==> config.mk <==
export PLATFORM = sky130hd
export DESIGN_NAME = sacc_top
export DESIGN_NICKNAME = d
export VERILOG_FILES = /design/src/rtl/sacc_top.v
export VERILOG_INCLUDE_DIRS = /design/src /design/src/rtl
export SDC_FILE = /design/constraint.sdc
export NUM_CORES = 1
export LEC_CHECK = 0
export BUFFER_PORTS_ARGS = -buffer_cell sky130_fd_sc_hd__buf_2
export CORE_MARGIN = 10
export CORE_UTILIZATION = 55
export DETAILED_ROUTE_END_ITERATION = 7
export HOLD_SLACK_MARGIN = 0.12
export PLACE_DENSITY = 0.84
export SLEW_MARGIN = 20
export SYNTH_ARGS = -nofsm -noshare
export SYNTH_HDL_FRONTEND = slang
export SYNTH_SLANG_ARGS = --single-unit
==> constraint.sdc <==
create_clock -name sys_clk_in -period 4.5 [get_ports sys_clk_in]
set_clock_uncertainty 0.1 [all_clocks]
set_input_delay 0.45 -clock sys_clk_in [delete_from_list [all_inputs] [get_ports sys_clk_in]]
set_output_delay 0.45 -clock sys_clk_in [all_outputs]
set_load 0.1 [all_outputs]
==> src/rtl/sacc_map.vh <==
`ifndef SACC_MAP_VH
`define SACC_MAP_VH
// ----------------------------------------
// Register offsets
// ----------------------------------------
`define SACC_OFS_CTRL 4'h0
`define SACC_OFS_RESULT 4'h1
`define SACC_OFS_CMPVAL 4'h2
`define SACC_OFS_STATUS 4'h3
`define SACC_OFS_IRQSEL 4'h4
`define SACC_OFS_CMD 4'h5
`define SACC_OFS_RESULT_LO 4'h7
// ----------------------------------------
// Fields
// ----------------------------------------
`define SACC_CTRL_MODE_BIT 3
`define SACC_IRQSEL_BIT 2
`define SACC_CMD_START_BIT 0
`define SACC_CMD_SKIP_BIT 1
`define SACC_CMD_IACK_BIT 2
// ----------------------------------------
// Reset values
// ----------------------------------------
`define SACC_CTRL_RST 4'h0
`define SACC_IRQSEL_RST 4'h0
`define SACC_RESULT_RST 10'h000
`define SACC_CMPVAL_RST 8'h00
// ----------------------------------------
// Timing
// ----------------------------------------
`define SACC_MCYC_CLKS 8'h04
`define SACC_CONV_MCYC 7'h3E
`define SACC_CMP_MCYC 7'h08
`define SACC_STEP_MCYC 7'h06
`endif

==> src/rtl/sacc_top.v <==
// Operation
// RL1: 10-bit result held; high transfer returns upper 8 bits as B and A.
// RL2: Low transfer puts result bits 1:0 in A[3:2], A[1:0] zero.
// RL3: CPU must not transfer results during a conversion.
// RL4: During conversion DAC code is the current 10-bit result value.
// RL5: Conversion mode sets done flag at finish; skip test reads it.
// RL6: Done flag clears on interrupt taken or on a successful skip.
// RL7: Interrupt-select bit picks interrupt or skip service of done flag.
// RL8: Start begins conversion; result stored automatically at completion.
// RL9: Control bit 3 set selects comparator mode.
// RL10: Result cleared at start, bits tried MSB to LSB, kept if ref below input.
// RL11: Conversion completes 62 machine cycles after start; flag and irq then.
// RL12: Comparator value 8 bits, load writes B high nibble, A low nibble.
// RL13: Result undefined entering comparator mode; comparator value retained.
// RL14: Comparator value accessible only in comparator mode.
// RL15: In comparator mode DAC code is the 8-bit comparator value.
// RL16: Comparator mode done flag set when input below reference.
// RL17: Comparison ends 8 machine cycles after start, outcome into flag.
// RL18: Software must not change mode during an operation.
// RL19: Clear interrupt select before leaving comparator mode.
// RL20: Run one skip test after returning to conversion mode.
// RL21: Analog pins stay on port logic; software drives outputs high.
// RL22: Control bit 3 zero selects conversion mode.
// RL23: Control bits 1:0 select analog channel zero to three.
// RL24: Control register resets to zero: conversion mode, channel zero.
// RL25: Ten decisions evenly spaced, one comparator sample each, one bit each.
// RL26: Busy held from start to end; mux uses channel latched at start.
//
// Chosen here: the register offsets and the strobed register port.
`timescale 1ns/1ps
`include "sacc_map.vh"
module sacc_top (
    input wire sys_clk_in,
    input wire rst_n_in,
    input wire [3:0] addr_in,
    input wire [9:0] wdata_in,
    input wire wr_in,
    input wire rd_in,
    output reg [9:0] rdata_out,
    input wire cmp_below_in,
    output reg [9:0] dac_code_out,
    output reg dac_fine_out,
    output reg [1:0] mux_sel_out,
    output reg busy_out,
    output wire done_flag_out,
    output wire irq_req_out
);
    localparam ST_IDLE = 2'h0;
    localparam ST_CONV = 2'h1;
    localparam ST_CMP = 2'h2;

    reg [3:0] converter_control_reg;
    reg [3:0] irq_control_reg_two;
    reg [9:0] result;
    reg [7:0] cmp_value;
    reg done_flag;
    reg skip_taken;
    reg [1:0] state;
    reg [7:0] div_cnt;
    reg [6:0] mcyc_cnt;
    reg [6:0] step_cnt;
    reg [3:0] bit_idx;
    reg [9:0] next_result;
    reg done_set;
    reg [9:0] next_rdata;
    wire mcyc_tick;
    wire wr_ctrl;
    wire wr_cmd;
    wire cmp_mode;
    wire irq_sel;
    wire start_req;
    wire skip_req;
    wire iack_req;
    wire done_clr;
    wire start_convert_op;
    wire done_skip_test_op;
    wire compare_value_load_op;
    wire result_high_transfer_op;
    wire result_low_transfer_op;
    wire step_end;
    wire sar_decide;
    wire conv_end;
    wire cmp_end;

    // ----------------------------------------
    // Operation decode
    // ----------------------------------------
    assign mcyc_tick = (div_cnt == (`SACC_MCYC_CLKS - 8'h01));
    assign wr_ctrl = wr_in && (addr_in == `SACC_OFS_CTRL);
    assign wr_cmd = wr_in && (addr_in == `SACC_OFS_CMD);
    assign start_convert_op = wr_cmd && wdata_in[`SACC_CMD_START_BIT];
    assign done_skip_test_op = wr_cmd && wdata_in[`SACC_CMD_SKIP_BIT];
    // Refused outside comparator mode, so the stored value survives mode swaps
    assign compare_value_load_op = wr_in && (addr_in == `SACC_OFS_CMPVAL) && cmp_mode; // RL14
    assign result_high_transfer_op = rd_in && (addr_in == `SACC_OFS_RESULT);
    assign result_low_transfer_op = rd_in && (addr_in == `SACC_OFS_RESULT_LO);
    assign cmp_mode = converter_control_reg[`SACC_CTRL_MODE_BIT]; // RL9 RL22
    assign irq_sel = irq_control_reg_two[`SACC_IRQSEL_BIT];
    // Start while busy is dropped rather than restarting the sequence
    assign start_req = start_convert_op && (state == ST_IDLE);
    assign skip_req = done_skip_test_op && !irq_sel; // RL7
    assign iack_req = wr_cmd && wdata_in[`SACC_CMD_IACK_BIT] && irq_sel; // RL7
    assign done_clr = (skip_req && done_flag) || iack_req; // RL6
    assign done_flag_out = done_flag;
    assign irq_req_out = done_flag && irq_sel; // RL11

    assign step_end = mcyc_tick && (step_cnt == (`SACC_STEP_MCYC - 7'h01));
    assign sar_decide = (state == ST_CONV) && step_end && (bit_idx != 4'hF); // RL25
    assign conv_end = (state == ST_CONV) && mcyc_tick
        && (mcyc_cnt == (`SACC_CONV_MCYC - 7'h01)); // RL11
    assign cmp_end = (state == ST_CMP) && mcyc_tick
        && (mcyc_cnt == (`SACC_CMP_MCYC - 7'h01)); // RL17

    // ----------------------------------------
    // Machine cycle divider
    // ----------------------------------------
    // Free-running, so the start phase adds up to one machine cycle of slack
    always @(posedge sys_clk_in) begin
        if (!rst_n_in) begin
            div_cnt <= 8'h00;
        end else if (mcyc_tick) begin
            div_cnt <= 8'h00;
        end else begin
            div_cnt <= div_cnt + 8'h01;
        end
    end

    // ----------------------------------------
    // Control registers
    // ----------------------------------------
    always @(posedge sys_clk_in) begin
        if (!rst_n_in) begin
            converter_control_reg <= `SACC_CTRL_RST; // RL24
            irq_control_reg_two <= `SACC_IRQSEL_RST;
            cmp_value <= `SACC_CMPVAL_RST;
        end else begin
            if (wr_ctrl) begin
                converter_control_reg <= wdata_in[3:0];
            end
            // Bit 2 picks interrupt over skip service of the flag
            if (wr_in && addr_in == `SACC_OFS_IRQSEL) begin
                irq_control_reg_two <= wdata_in[3:0];
            end
            // Load from B:A; no other path writes it
            if (compare_value_load_op) begin
                cmp_value <= wdata_in[7:0]; // RL12 RL13 RL14
            end
        end
    end

    // ----------------------------------------
    // Successive approximation sequencer
    // ----------------------------------------
    // Decisions every 6 machine cycles; bit 9-k tested in window k, last decision at 60, end at 62
    always @* begin
        next_result = result;
        if (sar_decide) begin
            // Input below the trial level: the trial bit is dropped
            if (cmp_below_in) begin
                next_result[bit_idx] = 1'b0; // RL10 RL25
            end
            if (bit_idx != 4'h0) begin
                next_result[bit_idx - 4'h1] = 1'b1; // RL10
            end
        end
    end

    always @(posedge sys_clk_in) begin
        if (!rst_n_in) begin
            state <= ST_IDLE;
            result <= `SACC_RESULT_RST;
            mcyc_cnt <= 7'h00;
            step_cnt <= 7'h00;
            bit_idx <= 4'h9;
            mux_sel_out <= 2'h0;
            busy_out <= 1'b0;
        end else begin
            case (state)
                ST_IDLE: begin
                    if (start_req) begin
                        mux_sel_out <= converter_control_reg[1:0]; // RL23 RL26
                        busy_out <= 1'b1; // RL26
                        mcyc_cnt <= 7'h00;
                        step_cnt <= 7'h00;
                        bit_idx <= 4'h9;
                        if (cmp_mode) begin
                            state <= ST_CMP; // RL17
                        end else begin
                            result <= 10'h200; // RL10 RL8
                            state <= ST_CONV;
                        end
                    end
                end
                ST_CONV: begin
                    result <= next_result;
                    if (mcyc_tick) begin
                        mcyc_cnt <= mcyc_cnt + 7'h01;
                        if (step_cnt == (`SACC_STEP_MCYC - 7'h01)) begin
                            step_cnt <= 7'h00;
                            if (bit_idx != 4'hF) begin
                                bit_idx <= bit_idx - 4'h1;
                            end
                        end else begin
                            step_cnt <= step_cnt + 7'h01;
                        end
                        if (conv_end) begin
                            state <= ST_IDLE; // RL11
                            busy_out <= 1'b0;
                        end
                    end
                end
                ST_CMP: begin
                    if (mcyc_tick) begin
                        mcyc_cnt <= mcyc_cnt + 7'h01;
                        if (cmp_end) begin
                            state <= ST_IDLE; // RL17
                            busy_out <= 1'b0;
                        end
                    end
                end
                default: begin
                    state <= ST_IDLE;
                    busy_out <= 1'b0;
                end
            endcase
        end
    end

    // ----------------------------------------
    // Done flag
    // ----------------------------------------
    always @(posedge sys_clk_in) begin
        if (!rst_n_in) begin
            skip_taken <= 1'b0;
        end else begin
            skip_taken <= skip_req && done_flag;
        end
    end

    always @* begin
        done_set = 1'b0;
        if (conv_end) begin
            done_set = 1'b1; // RL5 RL11
        end else if (cmp_end && cmp_below_in) begin
            done_set = 1'b1; // RL16 RL17
        end
    end

    always @(posedge sys_clk_in) begin
        if (!rst_n_in) begin
            done_flag <= 1'b0;
        end else if (done_set) begin
            done_flag <= 1'b1;
        end else if (done_clr) begin
            done_flag <= 1'b0; // RL6
        end
    end

    // ----------------------------------------
    // DAC drive
    // ----------------------------------------
    // Registered copy follows the trial code by one clock, well before a decision
    always @(posedge sys_clk_in) begin
        if (!rst_n_in) begin
            dac_code_out <= 10'h000;
            dac_fine_out <= 1'b1;
        end else if (cmp_mode) begin
            dac_code_out <= {cmp_value, 2'h0}; // RL15
            dac_fine_out <= 1'b0;
        end else begin
            dac_code_out <= (state == ST_CONV) ? next_result : result; // RL4
            dac_fine_out <= 1'b1;
        end
    end

    // ----------------------------------------
    // Read port
    // ----------------------------------------
    always @* begin
        next_rdata = 10'h000;
        if (result_high_transfer_op) begin
            // High transfer: B in [7:4], A in [3:0]
            next_rdata = {2'h0, result[9:2]}; // RL1
        end else if (result_low_transfer_op) begin
            // Low transfer: A = {r1, r0, 0, 0}
            next_rdata = {6'h00, result[1:0], 2'h0}; // RL2
        end else if (rd_in) begin
            case (addr_in)
                `SACC_OFS_CTRL: next_rdata = {6'h00, converter_control_reg};
                `SACC_OFS_CMPVAL: next_rdata = cmp_mode ? {2'h0, cmp_value} : 10'h000; // RL14
                `SACC_OFS_STATUS: next_rdata = {7'h00, skip_taken, busy_out, done_flag};
                `SACC_OFS_IRQSEL: next_rdata = {6'h00, irq_control_reg_two};
                default: next_rdata = 10'h000;
            endcase
        end
    end

    // Read data stand for one cycle only, zero otherwise
    always @(posedge sys_clk_in) begin
        if (!rst_n_in) begin
            rdata_out <= 10'h000;
        end else begin
            rdata_out <= next_rdata;
        end
    end
endmodule // sacc_top

-- Word level (Yosys, flattened, before mapping)
Cells that the tools add are included.
- register bits: 80
- output and inout port bits: 26
- bitwise operators: 5
- $add $sub $neg: 4
- equality and inequality tests: 22
- reduce and logical (&&, ||, !) cells: 43
- order comparisons: 4
- mux-type cells: 47
- operator list (cell ; count):
    $mux 10 ; 8
    $mux 8 ; 4
    $pmux 8 s4 ; 1
    $mux 7 ; 4
    $pmux 7 s2 ; 2
    $logic_and 1x1->1 ; 25
    $pmux 10 s2 ; 1
    $mux 4 ; 4
    $ne 2x2->1 const B ; 8
    $add 7x1->7 const B ; 2
    $eq 7x3->1 const B ; 2
    $eq 4x3->1 const B ; 3
    $mux 1 ; 12
    $mux 2 ; 6
    $and 10x10->10 ; 1
    $lt 4x5->1 const B ; 2
    $not 10->10 ; 1
    $or 10x10->10 ; 1
    $reduce_and 5->1 ; 2
    $reduce_and 3->1 ; 3
    $add 8x1->8 const B ; 1
    $demux 1 s4 ; 2
    $eq 4x2->1 const B ; 2
    $eq 8x2->1 const B ; 1
    21 further kinds ; 27

-- Logic depth before layout (Yosys ltp)
Gate-level depths: netlist of the first run.
- depth after elaboration: 13
- depth in mapped cells: 9
- mapped depth without buffers: 7

-- Worst setup path before layout of the first run
No wires, ideal clock.
- kind: reg-to-output
- start point: register done_flag (netlist: done_flag_out)
- end point: output port irq_req_out
- slack: 2113 ps
- stages on the path, launching flop included: 2
- required time: 3950 ps
- arrival time: 1837 ps
- cells stage by stage: dfxtp_1 > and2_1
- word-level cells in the longest chain between the ends: 1
- ends and longest elaborated chain (what ; RTL line ; text):
    start: declaration ; sacc_top.v:56 ; reg done_flag;
    start signal: assignment ; sacc_top.v:251 ; done_flag <= 1'b0;
    start signal: assignment ; sacc_top.v:253 ; done_flag <= 1'b1;
    start signal: assignment ; sacc_top.v:255 ; done_flag <= 1'b0;
    $logic_and 1x1->1 ; sacc_top.v:105 ; assign irq_req_out = done_flag && irq_sel;
    end: declaration ; sacc_top.v:46 ; output wire irq_req_out
Every way passes these cells.

-- Worst setup path after layout of the first run
- start point: register state[1]
- end point: register result[1]
- word-level cells in the longest chain between the ends: 5
- elaborated cells between the ends (all ways): 11
- those cells by class: eq/ne: 3; mux: 2; reduce/logical: 6
- ends and longest elaborated chain (what ; RTL line ; text):
    start: declaration ; sacc_top.v:58 ; reg [1:0] state;
    start signal: assignment ; sacc_top.v:170 ; state <= ST_IDLE;
    start signal: assignment ; sacc_top.v:187 ; state <= ST_CMP;
    start signal: assignment ; sacc_top.v:190 ; state <= ST_CONV;
    $eq 2x1->1 ; sacc_top.v:108, sacc_top.v:178 ;
    $logic_and 1x1->1 (2 in series) ; sacc_top.v:108 ; assign sar_decide = (state == ST_CONV) && step_end && (bit_idx != 4'hF);
    $mux 10 ; sacc_top.v:157 ; if (sar_decide) begin
    $pmux 10 s2 ; sacc_top.v:178 ; case (state)
    end signal: assignment ; sacc_top.v:171 ; result <= `SACC_RESULT_RST;
    end signal: assignment ; sacc_top.v:195 ; result <= next_result;
    end: declaration ; sacc_top.v:54 ; reg [9:0] result;
Parallel ways exist; a longest one is shown, timed or not.
A chain may end at the register's enable or synchronous reset.

==> results.toml, run 1 <==
[logic_synthesis]
ys_ff_latch = 78
synth.distinct_cells = 61
yosysSeqAreaShare_pct = 38.5
netlist_area_sq_mm = 0.00406
yosys.area_share.simple_pct = 27.8
ys_top_cells_by_area = "dfxtp_1, nand2_1, ha_1, nand3_1, nor2_1"
async_flop_share_pct = 0
syn_inst = 496
synth_edf_count = 0
yosysTopAreaCell = "dfxtp_1"
synthTopCellsByCount = "dfxtp_1, nand2_1, nor2_1"
muxShareOfSynthArea_pct = 3.52
synth_compound_area_share_pct = 18.6
synth_most_common_cell = "dfxtp_1"
synthAdderAreaFrac_pct = 4.32
synth_flop_cell = "dfxtp_1"
avgSynthCellArea_sq_um = 8.18
synthXorXnorAreaFrac_pct = 2.81
synth_warnings = 0
synth_top_family_by_area = "simple AND/OR/NAND/NOR gates"
synth_top_area_share_pct = 38.5

[place]
dpl_cell_area_sq_mm = 0.00428
gp_congestion = 0.939
hpwlAfterDp_um = 7730
io_buffers = 40

[floorplanning]
io_pins = 45
die_x_um = 106
die_area_sq_mm = 0.0112
die_h_um = 106
core_sq_mm = 0.00721
num_rows = 31
start_util_pct = 56.2

[clock_tree]
cts_tree = "done"
cts_buffers = 9
cts_sinks = 78
worstSkewPairLatency_ps = 360
cts_setup_buffers = 0
cts.htree.levels = 3
clock-root-buffer = "clkbuf_8"
clk_path_buf_depth = 2
cts_resized = 0
clk_pin_slew_ps = 80
hold_buffers = 0

[final_layout]
final_nets = 555
area_growth_pct = 10.8
top_regs = "dac_code_out (10), result (10)"
design_area_sq_mm = 0.00449
diodes = 0
layout-drive-gt1-share_pct = 14.4

[global_route]
grt_pass1_wl_um = 17600
grt_usage_pct = 18.7
first_global_vias = 3641
antenna_found_initial = 0
grt_max_degree = 42
grt-ovfl-total = 0

[routing]
wl_per_cell_um = 17.2
drc = 0
drtIter0Drc = 373
postRouteAntennaNets = 0
first_pass_iters = 5
wl_um = 10800
via_count = 3962
vias_per_cell = 6.34

[power_and_ir_drop]
ir_drop_mv = 0.220
power_density_mw_per_mm2 = 345
leakage_nw = 1.67

[critical_path]
crit_fanout = 18
cp.required_ps = 4690
worstPathArrival_ps = 3160
start_kind = "register"
crit_type = "reg -> reg"
endpoint_kind = "register"
r2r_setup_slack_ps = 1520

[sta]
tns_ps = 0
setup_viol = 0
hold_violations = 0
slew_headroom_pct = 27.8
max_slew.worst_pin.slew_ps = 1070
min_period_over_period_pct = 66.1
grt_setup_unrepaired = "no"
maxSlewViolCount = 0
max_freq_mhz = 336
finalCriticalPeriod_ps = 2980

[min_path]
holdCritPathClass = "in -> reg"

[run_status]
outcome = "complete, no violations"

[job]
cap_viol_max_count = 0
==> worst max-delay path, stage by stage, from the launching register on <==
cell,delay (ps)
dfxtp_1,330
inv_1,80
ha_1,600
nor4bb_1,510
nand4_1,250
nor3_1,730
a32oi_1,200
o21ai_0,120
==> layout make-up <==
class | instances | area, sq um
clock buffer | 9 | 124
clock inverter | 6 | 87.6
fill | 639 | 2720
inverter | 16 | 60.1
multi-input combinational | 375 | 2320
sequential | 78 | 1560
tap | 99 | 124
timing repair buffer | 42 | 215
==> layer usage <==
| metal | up-vias | routed length, um | global-route usage (%) |
|---|---|---|---|
| li1 | 1847 | - | - |
| met1 | 1881 | 4430 | 23.0 |
| met2 | 205 | 5050 | 31.0 |
| met3 | 29 | 1020 | 4.99 |
| met4 | 0 | 257 | 6.38 |
| met5 | - | 0 | 0 |
==> logic make-up after synthesis <==
family | Yosys count
adders and majority gates | 14
other | 1
xor gates and xnor gates | 13
AOI/OAI and AO/OA | 117
and+or+nand+nor | 215
DFF | 78
muxes | 14
buffers and inverters | 44
==> per-stage QoR <==
stage	total power [mW]	cells	hold WS (ps)	utilization, %	setup WS, ps
after detailed placement	0.992	610	354	59.3	1600
after global routing	1.61	625	260	62.3	1280
final	1.55	625	262	62.3	1520
after global placement	0.985	610	339	59.3	1690
after CTS	1.55	625	255	62.3	1590
after floorplan	0.925	497	326	-	2110
==> report_power, final <==
| part | internal [mW] | total (mW) | switching (mW) |
|---|---|---|---|
| Sequential | 0.701 | 0.713 | 0.0117 |
| Combinational | 0.0765 | 0.269 | 0.193 |
| Clock | 0.309 | 0.568 | 0.259 |
| Total | 1.09 | 1.55 | 0.463 |
==> cells in the final DEF, fill, tap and decap left out, types with 3 or more instances in the layout <==
cell and count:
o31a_1 3, dfxtp_1 78, ha_1 14, nor2b_1 11
a31o_2 4, nor4b_1 4, nor2_1 45, nand4_1 11
a21oi_1 30, and2_1 3, o21ai_0 32, a31oi_1 9
or3_1 5, nand2_1 50, o31ai_1 4, nor4_1 7
xor2_1 4, o211ai_1 4, buf_2 40, inv_1 16
nor3_1 9, mux2i_1 12, nand2b_1 3, and3_1 11
clkbuf_8 9, a32oi_1 11, nand3b_1 5, nand3_1 35
xnor2_1 9
==> final timing paths <==
path | start | to | cells past startpoint
max | state[1]$_SDFFE_PN0P_ | result[1]$_SDFFE_PN0P_ | 7
max reg2reg | state[1]$_SDFFE_PN0P_ | result[1]$_SDFFE_PN0P_ | 7
min | wdata_in[5] | cmp_value[5]$_SDFFE_PN0P_ | 3
min reg2reg | div_cnt[0]$_SDFF_PP0_ | div_cnt[0]$_SDFF_PP0_ | 1
No activity file was read; power rests on OpenSTA's default activity.
==> run 2, diff against run 1 <==
- CORE_UTILIZATION: 55 -> 53
- clock period: 4.5 -> 2.5 ns (I/O delays scaled with it)
==> run 2 against run 1 <==
Compared with the run above: utilization rose by 1.5 points; largest cell class unchanged; register-to-register slack got worse by 1300 ps; non-clock buffer count rose by 23; combinational power rose by 93%; sequential share of layout area fell by 1.3 points; count of clock-buffer cells in the layout rose by 1; clock power rose by 68%; critical path type is now in -> reg; routed wire length barely moved.
==> results.toml, run 2 (synthesis results as in run 1) <==
[run_status]
outcome = "complete, no violations"

[routing]
vias_per_cell = 6.01
postRouteAntennaNets = 0
drtIter0Drc = 361
top_layer = "met4"
dr_wl_met2_um = 4910
drc = 0
first_pass_iters = 7
wl_per_cell_um = 16.6
via_count = 3903
wl_met3_um = 798
wl_um = 10800
wl_met1_um = 4780

[sta]
maxSlewViolCount = 0
setup_viol = 0
slew_headroom_pct = 42.5
max_freq_mhz = 432
finalCriticalPeriod_ps = 2320
grt_setup_unrepaired = "no"
min_period_over_period_pct = 92.7
hold_violations = 0
tns_ps = 0
max_slew.worst_pin.slew_ps = 840

[final_layout]
final_cell_mix = "dfxtp_1, nand2_1, nor2_1"
final_util_pct = 63.7
top_regs = "dac_code_out (10), result (10)"
area_growth_pct = 15.2
mostFrequentLayoutCell = "dfxtp_1"
layout-drive-gt1-share_pct = 16.5
final_nets = 578
diodes = 0

[power_and_ir_drop]
clock_power_share_pct = 34.6
p_sw_mw = 0.860
p_comb_share_pct = 18.8
power_density_mw_per_mm2 = 591
p_int_mw = 1.90
ir_drop_mv = 0.370
p_sw_share_pct = 31.1
leakage_nw = 1.76
pwr-share-seq_pct = 46.5

[clock_tree]
clk_pin_slew_ps = 90
hold_buffers = 8
worstSkewPairLatency_ps = 350
cts_buffers = 9
clk_path_buf_depth = 2
cts.htree.levels = 3
cts_sinks = 78
clock-root-buffer = "clkbuf_8"
cts_setup_buffers = 0
cts_tree = "done"
cts_resized = 0

[floorplanning]
num_rows = 31
start_util_pct = 55.3
die_x_um = 107
core_sq_mm = 0.00733
die_area_sq_mm = 0.0116
die_h_um = 107
io_pins = 45

[critical_path]
crit_fanout = 6
cp.required_ps = 2680
critPathSlowestCell = "dlygate4sd3_1"
worstReg2RegStart = "bit_idx[0]$_SDFFE_PN1P_"
endpoint_kind = "register"
worstPathArrival_ps = 2500
r2r_setup_slack_ps = 230
r2r_end = "dac_code_out[8]$_SDFF_PN0_"
crit_buf_inv = 2
slowest_delay_ps = 520
crit_type = "in -> reg"
start_kind = "input pin"
critPathTopFamily = "simple AND/OR/NAND/NOR gates"
ff2ff_path_depth = 6
path_cells = "dlygate4sd3_1, buf_2, and4b_1, a21boi_0, or3_4, or3_1, a21oi_2"

[global_route]
grt_max_degree = 29
antenna_found_initial = 0
first_global_vias = 3592
grt_usage_pct = 18.8
grt_pass1_wl_um = 17900
grt-ovfl-total = 0

[place]
io_buffers = 40
gp_congestion = 0.937
hpwlAfterDp_um = 7940

[job]
cap_viol_max_count = 0

[min_path]
holdCritPathClass = "in -> reg"
min_path_cells = 3
hp-start = "cmp_below_in"
hold-path-endpoint = "done_flag_out$_SDFFE_PN0P_"
==> run 2: power by group through the flow <==
| stage | sequential [mW] | clock [mW] | combinational, mW |
|---|---|---|---|
| after CTS | 1.28 | 0.974 | 0.516 |
| after global routing | 1.29 | 1.02 | 0.568 |
| final | 1.28 | 0.956 | 0.520 |
| after global placement | 1.31 | 0 | 0.494 |
| after floorplan | 1.35 | 0 | 0.313 |
| after detailed placement | 1.31 | 0 | 0.504 |
==> run 2: how the worst max path moves through the flow <==
stage	from	endpoint	slack, ps	cells past startpoint
after global placement	bit_idx[0]$_SDFFE_PN1P_	dac_code_out[8]$_SDFF_PN0_	350	6
after floorplan	done_flag_out$_SDFFE_PN0P_	irq_req_out	310	1
after detailed placement	addr_in[3]	step_cnt[1]$_SDFFE_PN0P_	320	6
after global routing	wdata_in[0]	step_cnt[4]$_SDFFE_PN0P_	20	8
after CTS	wdata_in[0]	step_cnt[4]$_SDFFE_PN0P_	190	8
final	wdata_in[0]	step_cnt[1]$_SDFFE_PN0P_	180	7
==> run 2: layout make-up <==
cell class / count / area (sq um)
Fill cell: 617 / 2660
Multi-Input combinational cell: 375 / 2320
Sequential cell: 78 / 1560
Timing Repair Buffer: 65 / 408
Clock buffer: 10 / 128
Tap cell: 99 / 124
Clock inverter: 6 / 71.3
Inverter: 16 / 60.1
==> run 2: per-stage QoR <==
| stage | worst slack, ps | hold slack (ps) | instances | cell area (sq um) | power, mW |
|---|---|---|---|---|---|
| 2_1_floorplan | 313 | 294 | 497 | 4060 | 1.66 |
| 3_3_place_gp | 346 | 338 | 625 | 4390 | 1.81 |
| 3_5_place_dp | 323 | 352 | 625 | 4390 | 1.82 |
| 4_1_cts | 191 | 130 | 649 | 4670 | 2.77 |
| 5_1_grt | 24.9 | 155 | 649 | 4670 | 2.88 |
| 6_report | 183 | 147 | 649 | 4670 | 2.76 |
==> run 2: worst min-delay path: stages <==
cell and delay (ps):
buf_2 160, nand2_1 70, a31oi_1 70
==> run 2: metal layers <==
| metal | track usage [%] | up-vias |
|---|---|---|
| li1 | - | 1894 |
| met1 | 24.3 | 1817 |
| met2 | 29.8 | 166 |
| met3 | 3.95 | 26 |
| met4 | 7.54 | 0 |
| met5 | 0 | - |
